`config.mk`:
```
export PLATFORM = sky130hd
export DESIGN_NAME = pmc_regs
export DESIGN_NICKNAME = d
export VERILOG_FILES = /design/src/design/pmc_pkg.sv /design/src/design/pmc_gate.sv /design/src/design/pmc_regs.sv
export SDC_FILE = /design/constraint.sdc
export NUM_CORES = 1
export LEC_CHECK = 0
export BUFFER_PORTS_ARGS = -buffer_cell sky130_fd_sc_hd__buf_2
export CAP_MARGIN = 20
export CORE_MARGIN = 2
export CORE_UTILIZATION = 32
export DETAILED_ROUTE_END_ITERATION = 7
export PLACE_DENSITY = 0.77
export SLEW_MARGIN = 25
export SYNTH_ARGS = -nofsm -noshare
export SYNTH_HDL_FRONTEND = slang
export SYNTH_HIERARCHICAL = 1
export SYNTH_SLANG_ARGS = --single-unit
```
`constraint.sdc`:
```
create_clock -name i_clk -period 1.4 [get_ports i_clk]
set_clock_uncertainty 0.2 [all_clocks]
set_input_delay 0.28 -clock i_clk [delete_from_list [all_inputs] [get_ports i_clk]]
set_output_delay 0.28 -clock i_clk [all_outputs]
set_load 0.1 [all_outputs]
```
`src/design/pmc_pkg.sv`:
```
// package: power management capability register layout and constants
`default_nettype none
package pmc_pkg;
	// register offsets relative to the capability base
	localparam logic [7:0] PMC_OFS_HEADER  = 8'h00;
	localparam logic [7:0] PMC_OFS_CAPS    = 8'h02;
	localparam logic [7:0] PMC_OFS_CTRL    = 8'h04;
	// header fields
	localparam logic [7:0] PMC_CAP_ID      = 8'h01;
	// capabilities word field positions
	localparam int PMC_CAP_WAKE_HI   = 15;
	localparam int PMC_CAP_WAKE_LO   = 11;
	localparam int PMC_CAP_ST2       = 10;
	localparam int PMC_CAP_ST1       = 9;
	localparam int PMC_CAP_AUX_HI    = 8;
	localparam int PMC_CAP_AUX_LO    = 6;
	localparam int PMC_CAP_INIT      = 5;
	localparam int PMC_CAP_WCLK      = 3;
	localparam int PMC_CAP_VER_HI    = 2;
	localparam int PMC_CAP_VER_LO    = 0;
	// capabilities fixed field values
	localparam logic [4:0] PMC_WAKE_SUPPORT = 5'h00;
	localparam logic [2:0] PMC_AUX_CURRENT  = 3'h0;
	localparam logic       PMC_STATE_SUPP   = 1'h0;
	localparam logic       PMC_WAKE_CLOCK   = 1'h0;
	localparam logic [2:0] PMC_VERSION_DEF  = 3'h3;
	localparam logic       PMC_INIT_DEF     = 1'h0;
	// control/status field positions
	localparam int PMC_CS_WSTAT      = 15;
	localparam int PMC_CS_SCALE_HI   = 14;
	localparam int PMC_CS_SCALE_LO   = 13;
	localparam int PMC_CS_SEL_HI     = 12;
	localparam int PMC_CS_SEL_LO     = 9;
	localparam int PMC_CS_WEN        = 8;
	localparam int PMC_CS_NORST      = 3;
	localparam int PMC_CS_PWR_HI     = 1;
	localparam int PMC_CS_PWR_LO     = 0;
	localparam logic PMC_NO_RESET_VAL = 1'h1;
	// power states
	typedef enum logic [1:0] {
		PMC_D0    = 2'h0,
		PMC_D1    = 2'h1,
		PMC_D2    = 2'h2,
		PMC_D3HOT = 2'h3
	} pmc_pstate_t;
	localparam pmc_pstate_t PMC_PWR_RESET = PMC_D0;
	// configuration access request
	typedef struct packed {
		logic        rd;
		logic        wr;
		logic [7:0]  addr;
		logic [1:0]  be;
		logic [15:0] wdata;
	} pmc_cfg_req_t;
	// function access gating outcome
	typedef struct packed {
		logic mem_en;
		logic io_en;
		logic irq_en;
	} pmc_gate_t;
endpackage
`default_nettype wire

```
`src/design/pmc_gate.sv`:
```
// module: gating of memory, i/o and interrupt paths by power state
`default_nettype none
module pmc_gate
	import pmc_pkg::*;
(
	// clock and reset
	input  wire logic        i_clk,
	input  wire logic        i_rst,
	// current state and raw requests
	input  wire pmc_pstate_t i_state,
	input  wire logic        i_mem_req,
	input  wire logic        i_io_req,
	input  wire logic        i_irq,
	// gated outcome
	output pmc_gate_t        o_gate,
	output logic             o_mem_req,
	output logic             o_io_req,
	output logic             o_irq
);
	logic      d3_w;
	pmc_gate_t gate_nxt;
	pmc_gate_t gate_r;
	logic      mem_nxt;
	logic      io_nxt;
	logic      irq_nxt;
	logic      mem_r;
	logic      io_r;
	logic      irq_r;

	// compute the gated next values
	always_comb begin
		d3_w            = (i_state == PMC_D3HOT);
		gate_nxt.mem_en = !d3_w;
		gate_nxt.io_en  = !d3_w;
		gate_nxt.irq_en = !d3_w;
		mem_nxt         = i_mem_req && !d3_w;
		io_nxt          = i_io_req && !d3_w;
		irq_nxt         = i_irq && !d3_w;
	end

	// register the gated values
	always_ff @(posedge i_clk) begin
		if (i_rst) begin
			gate_r <= '{mem_en: 1'b1, io_en: 1'b1, irq_en: 1'b1};
			mem_r  <= 1'b0;
			io_r   <= 1'b0;
			irq_r  <= 1'b0;
		end else begin
			gate_r <= gate_nxt;
			mem_r  <= mem_nxt;
			io_r   <= io_nxt;
			irq_r  <= irq_nxt;
		end
	end

	assign o_gate    = gate_r;
	assign o_mem_req = mem_r;
	assign o_io_req  = io_r;
	assign o_irq     = irq_r;

	// no interrupt leaves one cycle after d3hot was seen
	property p_irq_block;
		@(posedge i_clk) disable iff (i_rst)
		(i_state == PMC_D3HOT) |=> !o_irq;
	endproperty
	a_irq_block: assert property (p_irq_block) else $error("irq passed in d3hot");

	// memory and i/o requests are cut in d3hot
	property p_space_block;
		@(posedge i_clk) disable iff (i_rst)
		(i_state == PMC_D3HOT) |=> (!o_mem_req && !o_io_req && !o_gate.mem_en);
	endproperty
	a_space_block: assert property (p_space_block) else $error("space open in d3hot");

	// a request outside d3hot passes one cycle later
	property p_pass;
		@(posedge i_clk) disable iff (i_rst)
		(i_state != PMC_D3HOT && i_mem_req) |=> o_mem_req;
	endproperty
	a_pass: assert property (p_pass) else $error("memory request lost outside d3hot");
endmodule
`default_nettype wire

```
`src/design/pmc_regs.sv`:
```
// module: power management capability registers with d3hot side effects
//
// Behaviour
// - Wake-event support field reads zero; wake signalling not offered.
// - Intermediate states D1 and D2 are reported unsupported.
// - Auxiliary current field reads zero.
// - Read-only bit tells whether device-specific initialisation is needed.
// - Wake clock bit reads zero.
// - Read-only version field declares power management revision 1.2 or later.
// - Wake status and wake enable bits read zero.
// - Data scale and data select fields read zero.
// - No-reset bit reads one; leaving D3hot keeps internal state.
// - Power state resets to D0; reads current state, writes request new.
// - Configuration reads and writes keep working in D3hot.
// - Memory and I/O register spaces are refused in D3hot.
// - All interrupts are blocked in D3hot.
// - Capability header low byte reads identifier 01h.
`default_nettype none
module pmc_regs
	import pmc_pkg::*;
#(
	parameter logic [7:0] NEXT_PTR    = 8'h00,
	parameter logic [2:0] VERSION     = PMC_VERSION_DEF,
	parameter logic       NEEDS_INIT  = PMC_INIT_DEF
)(
	// clock and reset
	input  wire logic         i_clk,
	input  wire logic         i_rst,
	// configuration access, offset relative to capability base
	input  wire pmc_cfg_req_t i_cfg,
	// function traffic to be gated
	input  wire logic         i_mem_req,
	input  wire logic         i_io_req,
	input  wire logic         i_irq,
	// configuration read answer
	output logic              o_cfg_ack,
	output logic [15:0]       o_cfg_rdata,
	// power state and gated traffic
	output pmc_pstate_t       o_state,
	output pmc_gate_t         o_gate,
	output logic              o_mem_req,
	output logic              o_io_req,
	output logic              o_irq
);
	pmc_pstate_t state_r;
	pmc_pstate_t state_nxt;
	logic [15:0] rdata_r;
	logic [15:0] rdata_nxt;
	logic        ack_r;
	logic        ack_nxt;
	logic [15:0] caps_w;
	logic [15:0] ctrl_w;
	logic [15:0] hdr_w;

	// fixed capabilities word
	always_comb begin
		caps_w = 16'h0000;
		caps_w[PMC_CAP_WAKE_HI:PMC_CAP_WAKE_LO] = PMC_WAKE_SUPPORT;
		caps_w[PMC_CAP_ST2] = PMC_STATE_SUPP;
		caps_w[PMC_CAP_ST1] = PMC_STATE_SUPP;
		caps_w[PMC_CAP_AUX_HI:PMC_CAP_AUX_LO] = PMC_AUX_CURRENT;
		caps_w[PMC_CAP_INIT] = NEEDS_INIT;
		caps_w[PMC_CAP_WCLK] = PMC_WAKE_CLOCK;
		caps_w[PMC_CAP_VER_HI:PMC_CAP_VER_LO] = VERSION;
	end

	// control/status word as seen by a read; unlisted bits stay zero
	always_comb begin
		ctrl_w = 16'h0000;
		ctrl_w[PMC_CS_WSTAT] = 1'b0;
		ctrl_w[PMC_CS_WEN] = 1'b0;
		ctrl_w[PMC_CS_SCALE_HI:PMC_CS_SCALE_LO] = 2'h0;
		ctrl_w[PMC_CS_SEL_HI:PMC_CS_SEL_LO] = 4'h0;
		ctrl_w[PMC_CS_NORST] = PMC_NO_RESET_VAL;
		ctrl_w[PMC_CS_PWR_HI:PMC_CS_PWR_LO] = state_r;
	end

	// capability header
	always_comb begin
		hdr_w = {NEXT_PTR, PMC_CAP_ID};
	end

	// next power state: only the low byte lane of the control word writes it
	always_comb begin
		state_nxt = state_r;
		if (i_cfg.wr && i_cfg.addr == PMC_OFS_CTRL && i_cfg.be[0]) begin
			state_nxt = pmc_pstate_t'(i_cfg.wdata[PMC_CS_PWR_HI:PMC_CS_PWR_LO]);
		end
	end

	// read mux and acknowledge; every other write is dropped
	always_comb begin
		ack_nxt   = i_cfg.rd || i_cfg.wr;
		rdata_nxt = 16'h0000;
		if (i_cfg.rd) begin
			case (i_cfg.addr)
				PMC_OFS_HEADER: rdata_nxt = hdr_w;
				PMC_OFS_CAPS:   rdata_nxt = caps_w;
				PMC_OFS_CTRL:   rdata_nxt = ctrl_w;
				default:        rdata_nxt = 16'h0000;
			endcase
		end
	end

	// register state; the d3hot to d0 move touches nothing else
	always_ff @(posedge i_clk) begin
		if (i_rst) begin
			state_r <= PMC_PWR_RESET;
			rdata_r <= 16'h0000;
			ack_r   <= 1'b0;
		end else begin
			state_r <= state_nxt;
			rdata_r <= rdata_nxt;
			ack_r   <= ack_nxt;
		end
	end

	assign o_state     = state_r;
	assign o_cfg_rdata = rdata_r;
	assign o_cfg_ack   = ack_r;

	// gating of the function's spaces and interrupts
	pmc_gate u_gate (
		.i_clk     (i_clk),
		.i_rst     (i_rst),
		.i_state   (state_r),
		.i_mem_req (i_mem_req),
		.i_io_req  (i_io_req),
		.i_irq     (i_irq),
		.o_gate    (o_gate),
		.o_mem_req (o_mem_req),
		.o_io_req  (o_io_req),
		.o_irq     (o_irq)
	);

	// capabilities read returns the fixed pattern
	property p_caps_read;
		@(posedge i_clk) disable iff (i_rst)
		(i_cfg.rd && i_cfg.addr == PMC_OFS_CAPS) |=>
			(o_cfg_rdata[15:6] == 10'h000 && o_cfg_rdata[4:3] == 2'h0
			 && o_cfg_rdata[2:0] == VERSION && o_cfg_rdata[5] == NEEDS_INIT);
	endproperty
	a_caps_read: assert property (p_caps_read) else $error("capabilities wrong");

	// control read shows zeros, no-reset one, and the state
	property p_ctrl_read;
		@(posedge i_clk) disable iff (i_rst)
		(i_cfg.rd && i_cfg.addr == PMC_OFS_CTRL) |=>
			(o_cfg_rdata[15:2] == 14'h0002 && o_cfg_rdata[1:0] == $past(state_r));
	endproperty
	a_ctrl_read: assert property (p_ctrl_read) else $error("control word wrong");

	// header low byte is the identifier
	property p_hdr_read;
		@(posedge i_clk) disable iff (i_rst)
		(i_cfg.rd && i_cfg.addr == PMC_OFS_HEADER) |=> (o_cfg_rdata[7:0] == PMC_CAP_ID);
	endproperty
	a_hdr_read: assert property (p_hdr_read) else $error("header id wrong");

	// a state write lands one cycle later, also from d3hot
	property p_state_write;
		@(posedge i_clk) disable iff (i_rst)
		(i_cfg.wr && i_cfg.addr == PMC_OFS_CTRL && i_cfg.be[0]) |=>
			(o_state == $past(i_cfg.wdata[1:0]));
	endproperty
	a_state_write: assert property (p_state_write) else $error("state not written");

	// writes elsewhere leave the state alone
	property p_state_hold;
		@(posedge i_clk) disable iff (i_rst)
		!(i_cfg.wr && i_cfg.addr == PMC_OFS_CTRL && i_cfg.be[0]) |=> $stable(o_state);
	endproperty
	a_state_hold: assert property (p_state_hold) else $error("state changed unasked");

	// configuration access is acknowledged in d3hot too
	property p_cfg_d3;
		@(posedge i_clk) disable iff (i_rst)
		(o_state == PMC_D3HOT && (i_cfg.rd || i_cfg.wr)) |=> o_cfg_ack;
	endproperty
	a_cfg_d3: assert property (p_cfg_d3) else $error("config refused in d3hot");

	// d3hot closes the i/o space from its second cycle on
	property p_d3_closed;
		@(posedge i_clk) disable iff (i_rst)
		(o_state == PMC_D3HOT) [*2] |-> (!o_gate.io_en && !o_io_req);
	endproperty
	a_d3_closed: assert property (p_d3_closed) else $error("io open in d3hot");

	// wake-event support field reads zero
	property p_wake_sup;
		@(posedge i_clk) disable iff (i_rst)
		(i_cfg.rd && i_cfg.addr == PMC_OFS_CAPS) |=> (o_cfg_rdata[15:11] == 5'h00);
	endproperty
	a_wake_sup: assert property (p_wake_sup) else $error("wake support set");

	// intermediate states are reported absent
	property p_mid_states;
		@(posedge i_clk) disable iff (i_rst)
		(i_cfg.rd && i_cfg.addr == PMC_OFS_CAPS) |=> (o_cfg_rdata[10:9] == 2'h0);
	endproperty
	a_mid_states: assert property (p_mid_states) else $error("d1 or d2 offered");

	// auxiliary current field reads zero
	property p_aux_cur;
		@(posedge i_clk) disable iff (i_rst)
		(i_cfg.rd && i_cfg.addr == PMC_OFS_CAPS) |=> (o_cfg_rdata[8:6] == 3'h0);
	endproperty
	a_aux_cur: assert property (p_aux_cur) else $error("aux current set");

	// initialisation bit shows the chosen value
	property p_init_bit;
		@(posedge i_clk) disable iff (i_rst)
		(i_cfg.rd && i_cfg.addr == PMC_OFS_CAPS) |=> (o_cfg_rdata[5] == NEEDS_INIT);
	endproperty
	a_init_bit: assert property (p_init_bit) else $error("init bit wrong");

	// wake clock bit reads zero
	property p_wake_clk;
		@(posedge i_clk) disable iff (i_rst)
		(i_cfg.rd && i_cfg.addr == PMC_OFS_CAPS) |=> !o_cfg_rdata[3];
	endproperty
	a_wake_clk: assert property (p_wake_clk) else $error("wake clock set");

	// version field shows the fixed value
	property p_version;
		@(posedge i_clk) disable iff (i_rst)
		(i_cfg.rd && i_cfg.addr == PMC_OFS_CAPS) |=> (o_cfg_rdata[2:0] == VERSION);
	endproperty
	a_version: assert property (p_version) else $error("version wrong");

	// reserved capabilities bit reads zero
	property p_caps_rsvd;
		@(posedge i_clk) disable iff (i_rst)
		(i_cfg.rd && i_cfg.addr == PMC_OFS_CAPS) |=> !o_cfg_rdata[4];
	endproperty
	a_caps_rsvd: assert property (p_caps_rsvd) else $error("caps reserved set");

	// wake status and wake enable read zero
	property p_wake_bits;
		@(posedge i_clk) disable iff (i_rst)
		(i_cfg.rd && i_cfg.addr == PMC_OFS_CTRL) |=> (!o_cfg_rdata[15] && !o_cfg_rdata[8]);
	endproperty
	a_wake_bits: assert property (p_wake_bits) else $error("wake bits set");

	// data scale and data select read zero
	property p_data_flds;
		@(posedge i_clk) disable iff (i_rst)
		(i_cfg.rd && i_cfg.addr == PMC_OFS_CTRL) |=> (o_cfg_rdata[14:9] == 6'h00);
	endproperty
	a_data_flds: assert property (p_data_flds) else $error("data fields set");

	// no-reset bit reads one
	property p_norst_bit;
		@(posedge i_clk) disable iff (i_rst)
		(i_cfg.rd && i_cfg.addr == PMC_OFS_CTRL) |=> o_cfg_rdata[3];
	endproperty
	a_norst_bit: assert property (p_norst_bit) else $error("no-reset bit clear");

	// reserved control bits read zero
	property p_ctrl_rsvd;
		@(posedge i_clk) disable iff (i_rst)
		(i_cfg.rd && i_cfg.addr == PMC_OFS_CTRL) |=>
			(o_cfg_rdata[7:4] == 4'h0 && !o_cfg_rdata[2]);
	endproperty
	a_ctrl_rsvd: assert property (p_ctrl_rsvd) else $error("ctrl reserved set");

	// header high byte is the next pointer
	property p_hdr_next;
		@(posedge i_clk) disable iff (i_rst)
		(i_cfg.rd && i_cfg.addr == PMC_OFS_HEADER) |=> (o_cfg_rdata[15:8] == NEXT_PTR);
	endproperty
	a_hdr_next: assert property (p_hdr_next) else $error("next pointer wrong");

	// offsets outside the three words read zero
	property p_unmapped;
		@(posedge i_clk) disable iff (i_rst)
		(i_cfg.rd && i_cfg.addr != PMC_OFS_HEADER && i_cfg.addr != PMC_OFS_CAPS
		 && i_cfg.addr != PMC_OFS_CTRL) |=> (o_cfg_rdata == 16'h0000);
	endproperty
	a_unmapped: assert property (p_unmapped) else $error("unmapped read not zero");

	// acknowledge and read data stand one cycle only
	property p_ack_idle;
		@(posedge i_clk) disable iff (i_rst)
		!(i_cfg.rd || i_cfg.wr) |=> (!o_cfg_ack && o_cfg_rdata == 16'h0000);
	endproperty
	a_ack_idle: assert property (p_ack_idle) else $error("answer without request");

	// a write is answered with empty read data
	property p_wr_answer;
		@(posedge i_clk) disable iff (i_rst)
		(i_cfg.wr && !i_cfg.rd) |=> (o_cfg_ack && o_cfg_rdata == 16'h0000);
	endproperty
	a_wr_answer: assert property (p_wr_answer) else $error("write answer wrong");

	// reset brings the state back to d0 and drops the answer
	property p_rst_state;
		@(posedge i_clk)
		i_rst |=> (o_state == PMC_D0 && !o_cfg_ack);
	endproperty
	a_rst_state: assert property (p_rst_state) else $error("reset state wrong");

	// leaving d3hot by a state write lands in d0 and is answered
	property p_d3_exit;
		@(posedge i_clk) disable iff (i_rst)
		(o_state == PMC_D3HOT && i_cfg.wr && i_cfg.addr == PMC_OFS_CTRL && i_cfg.be[0]
		 && i_cfg.wdata[1:0] == 2'h0) |=> (o_state == PMC_D0 && o_cfg_ack);
	endproperty
	a_d3_exit: assert property (p_d3_exit) else $error("d3hot exit wrong");
endmodule
`default_nettype wire

```
==> qor.csv <==
metric,value,unit
fin_crit,1.327,ns
reg2reg_slack,0.45,ns
fillers,120,
avgSynthCellArea,10.16,sq um
crit_arrival,0.85,ns
die_area,1922,sq um
overflow,0,
ctsResizeCount,0,
cp-start-kind,flip-flop,
synth_warnings,6,
drtIter0Drc,3,
ctsHtreeMaxLevel,1,
synth_top_area_share,39.41,%
worstSkewPairLatency,0.25,ns
finalSetupViolations,0,
post-route-period-util,94.78,%
cts_tree,built,
holdBufCountCts,0,
status,"finished, final reports clean",
clkSinkCount,10,
synth_area,508.0,sq um
rows,14,
ys_seq_elements,10,
holdCritPathClass,primary input to flip-flop,
area_growth,63.05,%
crit_cells,1,
cp.required,0.92,ns
async_reset_ff_share,0,%
ctsRootBufferMaster,clkbuf_4,
grt_pass1_wl,1524,microns
synth_top_cell_by_area,dfxtp_1,
r2r-end,u_gate/o_irq,
vdd_drop_max,0.5283,mV
max_cap_viol_count,0,
power_density,993.7,nW/um^2
r2r_cells,2,
pin_count,58,
hpwl,876.2,microns
drive_above_1_share,51.25,%
path_class,flip-flop to output port,
netlist_instances,50,
rsz0062_at_grt,false,
timing.final.ws_setup,0.07311,ns
r2r-start,o_state[1],
grt_pass1_vias,380,
drv_slew,0,
crit_fanout,5,
seq_area_frac_synth,39.41,%
wl_per_cell,10.43,microns
drc,0,
die_h,43.84,microns
max_freq,753.6,MHz
n_antenna_cell,0,
worst-path-buf-inv,1,
antenna_found_initial,0,
fin_nets,114,
crit_slowest_cell,dfxtp_2,
core,1489,sq um
drt-total-wl,1001,microns
vias,407,
synth_edf_count,0,
gr-usage-all-layers,11.06,%
dr.pass1.iters,4,
clk_path_buf_depth,2,
postCtsSetupBuffers,0,
synthTopCellsByArea,"dfxtp_1, buf_4, nand2b_1",
crit_chain,buf_12,
path_clk_slew,0.06,ns
grt_max_degree,9,
postRouteAntennaNets,0,
gp_congestion,0.7056,
pre_cts_ws,-0.01893,ns
ys.flop_type,dfxtp_1,
crit_family,flip-flops,
critPathLaunch,o_state[1],
start_util,34.12,%
finalSetupTns,0,ns
power_leakage,0.3792,nW
hold_viol,0,
max_stage_delay,0.40,ns
portBuffers,29,
cts_made_buffers,3,
crit_end,o_state[1],
end_kind,output port,
yosysUniqueCellTypes,15,
avgViaCountPerCell,4.240,
dieWidth,43.84,microns
==> worst min-delay path by stage <==
stage	from	endpoint	slack (ns)	depth (start not counted)
floorplan	i_cfg[19]	o_cfg_rdata[3]	0.15	1
global placement	o_state[0]	u_gate/o_gate[2]	0.25	1
detailed placement	o_state[0]	u_gate/o_gate[2]	0.26	1
CTS	i_mem_req	u_gate/o_mem_req	0.03	2
global route	i_mem_req	u_gate/o_mem_req	0.04	2
finish	i_mem_req	u_gate/o_mem_req	0.03	2
==> cell usage after synthesis, types with 2 or more instances <==
master     n
buf_4     15
dfxtp_1   10
nand2b_1   6
and2_1     3
nor2_1     3
a21oi_1    2
mux2i_1    2
nand3b_1   2
==> state kept, by name, indices dropped and copies added, names as in the netlist <==
register / cells
u_gate/o_mem_req: 1
o_cfg_ack: 1
u_gate/o_io_req: 1
u_gate/o_irq: 1
o_state: 2
o_cfg_rdata: 3
u_gate/o_gate: 1
==> area by class of cell <==
type,count,area (sq um),share of cell area (%)
sequential,10,206.4,24.92
multi-input combinational,37,240.2,29.00
timing repair buffer,29,325.3,39.27
tap,16,20.02,2.417
clock buffer,4,36.28,4.381
==> cells in the final DEF (no fill, tap or decap) <==
cell | netlist | final
nand3b_1 | 2 | 2
a21oi_2 | 1 | 1
and4b_1 | 1 | 1
dfxtp_1 | 10 | 7
buf_12 | 0 | 12
clkbuf_8 | 0 | 1
a21oi_1 | 2 | 2
dfxtp_2 | 0 | 2
nor3b_2 | 1 | 1
buf_2 | 0 | 17
nor2_1 | 3 | 3
and3_4 | 1 | 1
conb_1 | 1 | 13
nand2b_1 | 6 | 6
nor4_4 | 1 | 1
and2_1 | 3 | 3
mux2i_1 | 2 | 2
clkbuf_4 | 0 | 3
dfxtp_4 | 0 | 1
nand4b_2 | 1 | 1
==> kinds of logic after synthesis <==
group | after synthesis | share of synthesized area [%]
muxes | 2 | 3.941
buffers and inverters | 15 | 22.17
AOI/OAI and AO/OA | 3 | 3.695
and+or+nand+nor | 19 | 30.05
DFF | 10 | 39.41
other | 1 | 0.7382
==> through the flow <==
step | utilization (%) | cell area (sq um) | hold WS (ns) | power (mW) | instances
2_1_floorplan | - | 559.3 | 0.1507 | 0.5411 | 62
3_3_place_gp | 53.19 | 792.0 | 0.2507 | 0.5744 | 92
3_5_place_dp | 53.19 | 792.0 | 0.2626 | 0.5778 | 92
4_1_cts | 55.63 | 828.3 | 0.02666 | 0.8249 | 96
5_1_grt | 55.63 | 828.3 | 0.04063 | 0.8481 | 96
6_report | 55.63 | 828.3 | 0.02794 | 0.8231 | 96
==> power by group <==
group	internal (mW)	switching [mW]
clock network	0.157	0.0946
registers	0.289	0.00516
logic	0.0530	0.224
total	0.500	0.323
==> layer usage <==
layer / track usage, % / vias to the layer above / wire length (microns)
li1: - / 199 / -
met1: 10.13 / 183 / 341
met2: 22.06 / 25 / 586
met3: 1.250 / 0 / 73
met4: 7.273 / 0 / 0
met5: 0 / - / 0
Note: power is estimated with default switching activity, not from simulation.
